==> config.mk <==
export PLATFORM = sky130hd
export DESIGN_NAME = dwg_watchdog
export DESIGN_NICKNAME = d
export VERILOG_FILES = /design/src/design/dwg_pkg.sv /design/src/design/dwg_tick_if.sv /design/src/design/dwg_minute_prescaler.sv /design/src/design/dwg_watchdog.sv
export VERILOG_INCLUDE_DIRS = /design/src /design/src/design
export SDC_FILE = /design/constraint.sdc
export NUM_CORES = 1
export LEC_CHECK = 0
export BUFFER_PORTS_ARGS = -buffer_cell sky130_fd_sc_hd__buf_4
export CORE_AREA = 2 2 111 113
export DETAILED_ROUTE_END_ITERATION = 10
export DIE_AREA = 0 0 113 115
export PLACE_DENSITY_LB_ADDON = 0.3
export SLEW_MARGIN = 10
export SYNTH_ARGS = -nofsm -noshare
export SYNTH_HDL_FRONTEND = slang
export SYNTH_SLANG_ARGS = --single-unit
export TNS_END_PERCENT = 5
==> constraint.sdc <==
create_clock -name clk_sys -period 2.23 [get_ports clk_sys]
set_clock_uncertainty 0.15 [all_clocks]
set_input_delay 0.669 -clock clk_sys [delete_from_list [all_inputs] [get_ports clk_sys]]
set_output_delay 0.669 -clock clk_sys [all_outputs]
set_load 0.1 [all_outputs]
==> src/design/dwg_defines.svh <==
`ifndef DWG_DEFINES_SVH
`define DWG_DEFINES_SVH

// register offsets
`define DWG_OFF_COMMAND 8'h01
`define DWG_OFF_ENABLE 8'h02
`define DWG_OFF_STATUS 8'h03
`define DWG_OFF_TIMEOUT 8'h04
`define DWG_OFF_IRQ_MASK 8'h05

// command codes
`define DWG_CODE_PROG_ON 8'h55
`define DWG_CODE_PROG_OFF 8'hAA
`define DWG_CODE_FIXED_ON 8'h33
`define DWG_CODE_FIXED_OFF 8'hCC

// field positions
`define DWG_BIT_PROG 0
`define DWG_BIT_FIXED 1
`define DWG_PHASE_LSB 2
`define DWG_PHASE_MSB 3

// reset values
`define DWG_RST_TIMEOUT 8'h00
`define DWG_RST_PHASE 2'h0
`define DWG_RST_FLAGS 2'h0
`define DWG_RST_MASK 2'h0
`define DWG_RST_ENABLES 1'h0

// timing
`define DWG_CLK_HZ 64'h0000_0000_05F5_E100
`define DWG_CLK_PERIOD_NS 64'h0000_0000_0000_000A
`define DWG_MINUTE_S 64'h0000_0000_0000_003C
`define DWG_MINUTE_CYC (36'(`DWG_MINUTE_S * `DWG_CLK_HZ))
`define DWG_FIXED_MINUTES 8'h04
`define DWG_REQ_PULSE_NS 64'h0000_0000_0000_03E8
`define DWG_REQ_PULSE_CYC \
  (8'((`DWG_REQ_PULSE_NS + `DWG_CLK_PERIOD_NS - 64'h1) / `DWG_CLK_PERIOD_NS))

`endif

==> src/design/dwg_pkg.sv <==
package dwg_pkg;

  typedef enum logic [0:0] {
    GUARD_IDLE = 1'h0,
    GUARD_RUN = 1'h1
  } dwg_guard_e;

  typedef logic [7:0] dwg_byte_t;

endpackage : dwg_pkg

==> src/design/dwg_tick_if.sv <==
`timescale 1ns/1ps
interface dwg_tick_if;
  logic restart;
  logic tick;
  modport counter(input restart, output tick);
  modport user(output restart, input tick);
endinterface : dwg_tick_if

==> src/design/dwg_minute_prescaler.sv <==
`timescale 1ns/1ps
`include "dwg_defines.svh"
module dwg_minute_prescaler #(
  parameter logic [35:0] TICK_CYCLES = `DWG_MINUTE_CYC
) (
  // clock and reset
  input wire logic clk_sys,
  input wire logic rstn,
  // tick link
  dwg_tick_if.counter tk
);

  logic [35:0] count_reg;
  logic tick_reg;

  // restart aligns the first tick one full interval after a guard starts
  always_ff @(posedge clk_sys or negedge rstn) begin
    if (!rstn) begin
      count_reg <= 36'h0;
      tick_reg <= 1'b0;
    end else if (tk.restart) begin
      count_reg <= 36'h0;
      tick_reg <= 1'b0;
    end else if (count_reg == TICK_CYCLES - 36'h1) begin
      count_reg <= 36'h0;
      tick_reg <= 1'b1;
    end else begin
      count_reg <= count_reg + 36'h1;
      tick_reg <= 1'b0;
    end
  end

  assign tk.tick = tick_reg;
endmodule : dwg_minute_prescaler

==> src/design/dwg_watchdog.sv <==
`timescale 1ns/1ps
`include "dwg_defines.svh"
module dwg_watchdog #(
  parameter logic [35:0] MINUTE_CYCLES = `DWG_MINUTE_CYC
) (
  // clock and resume reset
  input wire logic clk_sys,
  input wire logic rstn,
  // register port
  input wire logic [7:0] reg_addr,
  input wire logic [7:0] reg_wr_data,
  input wire logic reg_wr_strobe,
  input wire logic reg_rd_strobe,
  output logic [7:0] reg_rd_data,
  // configuration
  input wire logic guard_write_enable,
  // system reset pins
  input wire logic system_reset_input_n,
  output logic system_reset_request_n,
  // interrupt
  output logic irq
);

  function automatic logic [7:0] guard_dec(input logic [7:0] v);
    guard_dec = v - 8'h01;
  endfunction : guard_dec

  // pin synchroniser, reset to the idle high level so no false rise follows reset
  logic sys_rst_s1_reg;
  logic sys_rst_s2_reg;
  logic sys_rst_s3_reg;
  logic sys_rise;

  always_ff @(posedge clk_sys or negedge rstn) begin
    if (!rstn) begin
      sys_rst_s1_reg <= 1'b1;
      sys_rst_s2_reg <= 1'b1;
      sys_rst_s3_reg <= 1'b1;
    end else begin
      sys_rst_s1_reg <= system_reset_input_n;
      sys_rst_s2_reg <= sys_rst_s1_reg;
      sys_rst_s3_reg <= sys_rst_s2_reg;
    end
  end

  assign sys_rise = sys_rst_s2_reg && !sys_rst_s3_reg;

  // bus decode
  logic wr_ok;
  logic cmd_wr;
  logic timeout_wr;
  logic fixed_stop;
  logic timeout_load;
  logic status_rd;

  assign wr_ok = reg_wr_strobe && guard_write_enable;
  assign cmd_wr = wr_ok && reg_addr == `DWG_OFF_COMMAND;
  assign timeout_wr = wr_ok && reg_addr == `DWG_OFF_TIMEOUT;
  assign fixed_stop = timeout_wr && reg_wr_data == 8'h00;
  assign timeout_load = timeout_wr && reg_wr_data != 8'h00;
  assign status_rd = reg_rd_strobe && reg_addr == `DWG_OFF_STATUS;

  // registers
  logic fixed_en_reg;
  logic prog_en_reg;
  logic [7:0] timeout_reg;
  logic [1:0] phase_reg;
  logic [1:0] flags_reg;
  logic [1:0] mask_reg;

  // guard engines
  dwg_pkg::dwg_guard_e fixed_state_reg;
  dwg_pkg::dwg_guard_e prog_state_reg;
  logic [7:0] fixed_cnt_reg;
  logic [7:0] prog_cnt_reg;
  logic prog_run;
  logic fixed_expire;
  logic prog_expire;

  dwg_tick_if fixed_tk();
  dwg_tick_if prog_tk();

  dwg_minute_prescaler #(.TICK_CYCLES(MINUTE_CYCLES)) u_fixed_minutes (
    .clk_sys(clk_sys),
    .rstn(rstn),
    .tk(fixed_tk.counter)
  );

  dwg_minute_prescaler #(.TICK_CYCLES(MINUTE_CYCLES)) u_prog_minutes (
    .clk_sys(clk_sys),
    .rstn(rstn),
    .tk(prog_tk.counter)
  );

  // enables
  always_ff @(posedge clk_sys or negedge rstn) begin
    if (!rstn) begin
      fixed_en_reg <= `DWG_RST_ENABLES;
    end else if (cmd_wr && reg_wr_data == `DWG_CODE_FIXED_ON) begin
      fixed_en_reg <= 1'b1;
    end else if (cmd_wr && reg_wr_data == `DWG_CODE_FIXED_OFF) begin
      fixed_en_reg <= 1'b0;
    end
  end

  // low reset input and expiry dominate any command
  always_ff @(posedge clk_sys or negedge rstn) begin
    if (!rstn) begin
      prog_en_reg <= `DWG_RST_ENABLES;
    end else if (!sys_rst_s2_reg) begin
      prog_en_reg <= 1'b0;
    end else if (prog_expire) begin
      prog_en_reg <= 1'b0;
    end else if (cmd_wr && reg_wr_data == `DWG_CODE_PROG_ON) begin
      prog_en_reg <= 1'b1;
    end else if (cmd_wr && reg_wr_data == `DWG_CODE_PROG_OFF) begin
      prog_en_reg <= 1'b0;
    end
  end

  // timeout and phase
  always_ff @(posedge clk_sys or negedge rstn) begin
    if (!rstn) begin
      timeout_reg <= `DWG_RST_TIMEOUT;
    end else if (timeout_wr) begin
      timeout_reg <= reg_wr_data;
    end
  end

  always_ff @(posedge clk_sys or negedge rstn) begin
    if (!rstn) begin
      phase_reg <= `DWG_RST_PHASE;
      mask_reg <= `DWG_RST_MASK;
    end else if (wr_ok && reg_addr == `DWG_OFF_STATUS) begin
      phase_reg <= reg_wr_data[`DWG_PHASE_MSB:`DWG_PHASE_LSB];
    end else if (wr_ok && reg_addr == `DWG_OFF_IRQ_MASK) begin
      mask_reg <= reg_wr_data[1:0];
    end
  end

  // sticky flags, expiry wins over read clear
  always_ff @(posedge clk_sys or negedge rstn) begin
    if (!rstn) begin
      flags_reg <= `DWG_RST_FLAGS;
    end else begin
      flags_reg[`DWG_BIT_FIXED] <= fixed_expire ||
        (flags_reg[`DWG_BIT_FIXED] && !status_rd);
      flags_reg[`DWG_BIT_PROG] <= prog_expire ||
        (flags_reg[`DWG_BIT_PROG] && !status_rd);
    end
  end

  assign irq = |(flags_reg & mask_reg);

  // fixed guard
  assign fixed_tk.restart = fixed_en_reg && sys_rise;
  assign fixed_expire = fixed_state_reg == dwg_pkg::GUARD_RUN && fixed_en_reg && !sys_rise &&
    !fixed_stop && fixed_tk.tick && fixed_cnt_reg == 8'h01;

  always_ff @(posedge clk_sys or negedge rstn) begin
    if (!rstn) begin
      fixed_state_reg <= dwg_pkg::GUARD_IDLE;
      fixed_cnt_reg <= 8'h00;
    end else if (!fixed_en_reg) begin
      fixed_state_reg <= dwg_pkg::GUARD_IDLE;
    end else if (sys_rise) begin
      fixed_state_reg <= dwg_pkg::GUARD_RUN;
      fixed_cnt_reg <= `DWG_FIXED_MINUTES;
    end else begin
      case (fixed_state_reg)
        dwg_pkg::GUARD_IDLE: begin
          fixed_state_reg <= dwg_pkg::GUARD_IDLE;
        end
        dwg_pkg::GUARD_RUN: begin
          if (fixed_stop) begin
            fixed_state_reg <= dwg_pkg::GUARD_IDLE;
          end else if (fixed_tk.tick) begin
            if (fixed_cnt_reg == 8'h01) begin
              fixed_state_reg <= dwg_pkg::GUARD_IDLE;
            end
            fixed_cnt_reg <= guard_dec(fixed_cnt_reg);
          end
        end
        default: begin
          fixed_state_reg <= dwg_pkg::GUARD_IDLE;
        end
      endcase
    end
  end

  // programmable guard
  assign prog_run = prog_en_reg && timeout_reg != 8'h00;
  assign prog_tk.restart = (prog_state_reg == dwg_pkg::GUARD_IDLE && prog_run) ||
    (prog_state_reg == dwg_pkg::GUARD_RUN && timeout_load);
  assign prog_expire = prog_state_reg == dwg_pkg::GUARD_RUN && prog_run && !timeout_load &&
    prog_tk.tick && prog_cnt_reg == 8'h01;

  always_ff @(posedge clk_sys or negedge rstn) begin
    if (!rstn) begin
      prog_state_reg <= dwg_pkg::GUARD_IDLE;
      prog_cnt_reg <= 8'h00;
    end else begin
      case (prog_state_reg)
        dwg_pkg::GUARD_IDLE: begin
          if (prog_run) begin
            prog_state_reg <= dwg_pkg::GUARD_RUN;
            prog_cnt_reg <= timeout_reg;
          end
        end
        dwg_pkg::GUARD_RUN: begin
          if (!prog_run) begin
            prog_state_reg <= dwg_pkg::GUARD_IDLE;
          end else if (timeout_load) begin
            prog_cnt_reg <= reg_wr_data;
          end else if (prog_tk.tick) begin
            if (prog_cnt_reg == 8'h01) begin
              prog_state_reg <= dwg_pkg::GUARD_IDLE;
            end
            prog_cnt_reg <= guard_dec(prog_cnt_reg);
          end
        end
        default: begin
          prog_state_reg <= dwg_pkg::GUARD_IDLE;
        end
      endcase
    end
  end

  // reset request pulse
  logic [7:0] req_cnt_reg;
  logic req_n_reg;

  always_ff @(posedge clk_sys or negedge rstn) begin
    if (!rstn) begin
      req_cnt_reg <= 8'h00;
      req_n_reg <= 1'b1;
    end else begin
      if (fixed_expire || prog_expire) begin
        req_cnt_reg <= `DWG_REQ_PULSE_CYC;
      end else if (req_cnt_reg != 8'h00) begin
        req_cnt_reg <= guard_dec(req_cnt_reg);
      end
      req_n_reg <= !(fixed_expire || prog_expire || req_cnt_reg > 8'h01);
    end
  end

  assign system_reset_request_n = req_n_reg;

  // read port, data valid only the cycle after the strobe
  logic [7:0] rd_mux;

  always_comb begin
    rd_mux = 8'h00;
    case (reg_addr)
      `DWG_OFF_ENABLE: rd_mux = {6'h00, fixed_en_reg, prog_en_reg};
      `DWG_OFF_STATUS: rd_mux = {4'h0, phase_reg, flags_reg};
      `DWG_OFF_TIMEOUT: rd_mux = timeout_reg;
      `DWG_OFF_IRQ_MASK: rd_mux = {6'h00, mask_reg};
      default: rd_mux = 8'h00;
    endcase
  end

  always_ff @(posedge clk_sys or negedge rstn) begin
    if (!rstn) begin
      reg_rd_data <= 8'h00;
    end else if (reg_rd_strobe) begin
      reg_rd_data <= rd_mux;
    end else begin
      reg_rd_data <= 8'h00;
    end
  end
endmodule : dwg_watchdog

==> summary.md <==
- 426 — drt first-iter violations
- 0.937 — placer congestion estimate
- 0.00446 W — Internal Pwr Total
- simple AND/OR/NAND/NOR gates — family with the most delay on the worst path
- 9 — maximum fanout along the worst path
- 714 — Post-Syn Nets
- sky130_fd_sc_hd__dfrtp_1 — leading register cell type out of synthesis
- 32 — ports placed on the boundary
- 1.00 — share of flip-flops with an asynchronous set or reset
- finished, violations left — status
- 0 — aggregate global routing overflow
- 0.494 — proportion of power drawn by the clock network
- 0 — Warnings, synthesis
- 2 — maximum buffer depth of the clock tree
- 0 — number of enable flip-flop cells after synthesis
- 0.00578 W — total chip power
- 2.40 ns — data required time at the worst endpoint
- 668 nW/µm² — Power Dens Cells
- yes — RSZ-0062 raised after global routing
- 0.074 — part of the power in combinational logic
- 0.432 — Sequential Power Share
- 36 — final-report setup violation count
- 2 — final routed DRC violation total
- in -> async — classification of the worst-slack hold path
- sky130_fd_sc_hd__dfrtp_1 — largest area contributor in the synthesized netlist
- 115 µm — Vert. Die Dim
- reg -> reg — class of the most critical setup path
- flop — CP startpoint kind
- -0.439 ns — worst setup slack before clock tree synthesis
- 0 — number of maximum-capacitance constraint violations
- 16500 µm — final wirelength
- sky130_fd_sc_hd__clkbuf_16 — clk root buf
- 13000 µm² — total die area
- 40 — number of standard-cell rows in the floorplan
- 128 — number of sinks handled by clock tree synthesis
- flop — Critical Path End Type
- 9.54 µm² — synthesized area divided by synthesized cell count
- 0.43 ns — clock insertion delay at the later pin of the skew report
- 0.649 — Max-Slew Margin vs Limit
- 38 — largest net degree at the start of global routing
- 943 — number of cells after detailed placement
- 140 x sky130_fd_sc_hd__buf_4, 124 x sky130_fd_sc_hd__dfrtp_1, 106 x sky130_fd_sc_hd__nor2_1 — most used cells in the layout excluding fill and tap cells
- 0.732 — post-route core utilization
- 32.7% — Area growth syn-to-layout
- 0.227 — fraction of power spent switching nets
- 128 — flip-flop and latch count after synthesis
- 11800 µm² — floorplan core area
- -0.0982 ns — PnR worst setup slack
- 113 µm — die width
- 0.552 — starting density of the core
- 0.492 — sequential element share of the synthesized area
- 61 — Yosys cell types
- 27400 µm — global-route wire length before repair
- 0 — final antenna diode count
- 10900 µm — total half-perimeter wirelength after legalization and detailed placement
- 1.04 — final worst path period share
- 683 — number of standard cells after synthesis
- 6520 µm² — Post-Synthesis Cell Area
- 17 — number of buffers added by the clock tree synthesis step
- 0.00131 W — switching power summed over all nets
- 0.56 ns — largest incremental delay on the critical path
- sky130_fd_sc_hd__buf_4 — most common library cell in the layout ignoring fill and taps
- 0.573 mV — worst vdd rail ir drop
- 4 — Clock H-tree levels
- 430 MHz — Achievable Freq
- 9 — number of search-and-repair iterations in the first detailed-routing pass
- 2.49 ns — arrival time worst endpoint
- 0.268 — overall fraction of global-route tracks in use
- 859 — Layout Nets
- 0 — number of hold buffers added after cts
- 0.513 ns — Slew @ Worst Pin
- sky130_fd_sc_hd__or4b_4 — Worst path slowest cell
- 5729 — total number of vias
- 0 — antenna violations before repair
- or4b_4 > nor4_4 > nand3_2 > o211ai_1 > buf_4 > buf_12 > buf_16 > nor2_1 — series of cell instances along the critical path
- 0 — remaining number of nets flagged by the antenna check after routing
- sky130_fd_sc_hd__dfrtp_1 48%, sky130_fd_sc_hd__xnor2_1 6.9%, sky130_fd_sc_hd__nor2_1 6.4%, sky130_fd_sc_hd__xor2_1 3.6%, sky130_fd_sc_hd__nand2_1 3.6% — cell types with the largest area share after synthesis
- 791 — count of filler cells inserted in the layout
- 988 — fin cells
- 2.33 ns — minimum period implied by the final worst setup slack
- 0.265 — share of layout cells above drive strength 1
- 31 — Port Buffer Count
- 5838 — vias in the first global route
- 5.80 — average vias per placed instance
- 0.476 — top-area cell type share of the netlist area
- done — TritonCTS clock tree
- 0 — number of hold violations in the final report
- 4.00 nW — Leak
- 0 — max-slew violation count
- 3 — worst path bufs/invs
- 16.7 µm — drt wl/cell
- DRC, setup timing — violated checks
- 0.06 ns — clock-pin slew of the registers on the worst-case setup and hold paths
## repair_timing
action / in CTS / in global routing
setup endpoints to repair: 39 / 57
gates cloned: 4 / 0
setup buffers: 7 / 4
pin swaps: 4 / 8
resized for setup: 13 / 20
## cell type report
cell class              count  area (µm²)  area share
flip-flops and latches    128        3210       0.371
multi-input cells         514        3320       0.384
clock inverters             9         131      0.0152
inverters                  15        56.3     0.00651
repair buffers            152        1270       0.147
clock buffers              23         478      0.0553
well taps                 147         184      0.0213
## final timing paths
kind	startpoint	end	slack, ns	cells past startpoint
setup / recovery	u_prog_minutes.count_reg[22]	u_prog_minutes.count_reg[20]	-0.1	8
max in group asynchronous	rstn	sys_rst_s2_reg	1.28	2
setup reg to reg	u_prog_minutes.count_reg[22]	u_prog_minutes.count_reg[20]	-0.1	8
hold reg to reg	sys_rst_s1_reg	sys_rst_s2_reg	0.20	0
min in group clk_sys	system_reset_input_n	sys_rst_s1_reg	0.20	1
hold / removal	rstn	u_prog_minutes.count_reg[28]	0.04	1
## cell families after synthesis
kind of cell / after synthesis / share of synthesized area
AO/OA/AOI/OAI: 65 / 0.0706
multiplexers: 9 / 0.0152
flip-flops: 128 / 0.492
XOR/XNOR: 78 / 0.105
adder cells (fa/ha/maj): 9 / 0.0173
AND/OR/NAND/NOR: 353 / 0.275
buffers and inverters: 41 / 0.0250
## layer usage
layer | track usage | share of wire
met5 | 0 | 0
met4 | 0.114 | 0.028
met3 | 0.0659 | 0.051
met2 | 0.454 | 0.51
met1 | 0.328 | 0.41
## power by group through the flow
stage	sequential [W]	combinational, W	clock (W)
CTS	0.00249	0.000426	0.00287
global placement	0.00252	0.000407	0
finish	0.00250	0.000426	0.00286
floorplan	0.00254	0.000159	0
global route	0.00250	0.000476	0.00296
detailed placement	0.00253	0.000421	0
## Yosys cell counts (all sizes together), types with 2 or more instances
cell type,instances
nand4,24
dfstp,4
nand3,31
nor2,111
nor4b,6
a2111oi,2
dfrtp,124
a21oi,8
or2,3
buf,2
o211ai,4
xnor2,51
nor4bb,2
or3,8
clkbuf,24
o2bb2ai,2
o22ai,2
mux2i,2
o211a,2
nand4b,3
ha,9
o41ai,2
o31a,4
nor2b,2
inv,15
xor2,27
nor3b,5
and3,22
or4b,3
nor4,17
o21ai,15
or4,8
and4,6
and2,7
o31ai,3
a31oi,7
nand2,62
nor3,23
mux2,7
nand2b,8
o2111ai,2
## worst register-to-register path, cell delays in order, from the launching register on
cell,delay [ns]
sky130_fd_sc_hd__dfrtp_1,0.39
sky130_fd_sc_hd__or4b_4,0.56
sky130_fd_sc_hd__nor4_4,0.32
sky130_fd_sc_hd__nand3_2,0.16
sky130_fd_sc_hd__o211ai_1,0.18
sky130_fd_sc_hd__buf_4,0.21
sky130_fd_sc_hd__buf_12,0.11
sky130_fd_sc_hd__buf_16,0.11
sky130_fd_sc_hd__nor2_1,0.04
## metrics by stage
stage	hold WS [ns]	cell area [µm²]	TNS, ns
6_report	0.0354	8650	-2.32
5_1_grt	0.0641	8650	-5.99
4_1_cts	0.0439	8570	-1.37
3_5_place_dp	0.197	7790	-21.36
3_3_place_gp	0.201	7790	-16.07
2_1_floorplan	0.195	6610	-0.779
No activity file was read; power rests on OpenSTA's default activity.
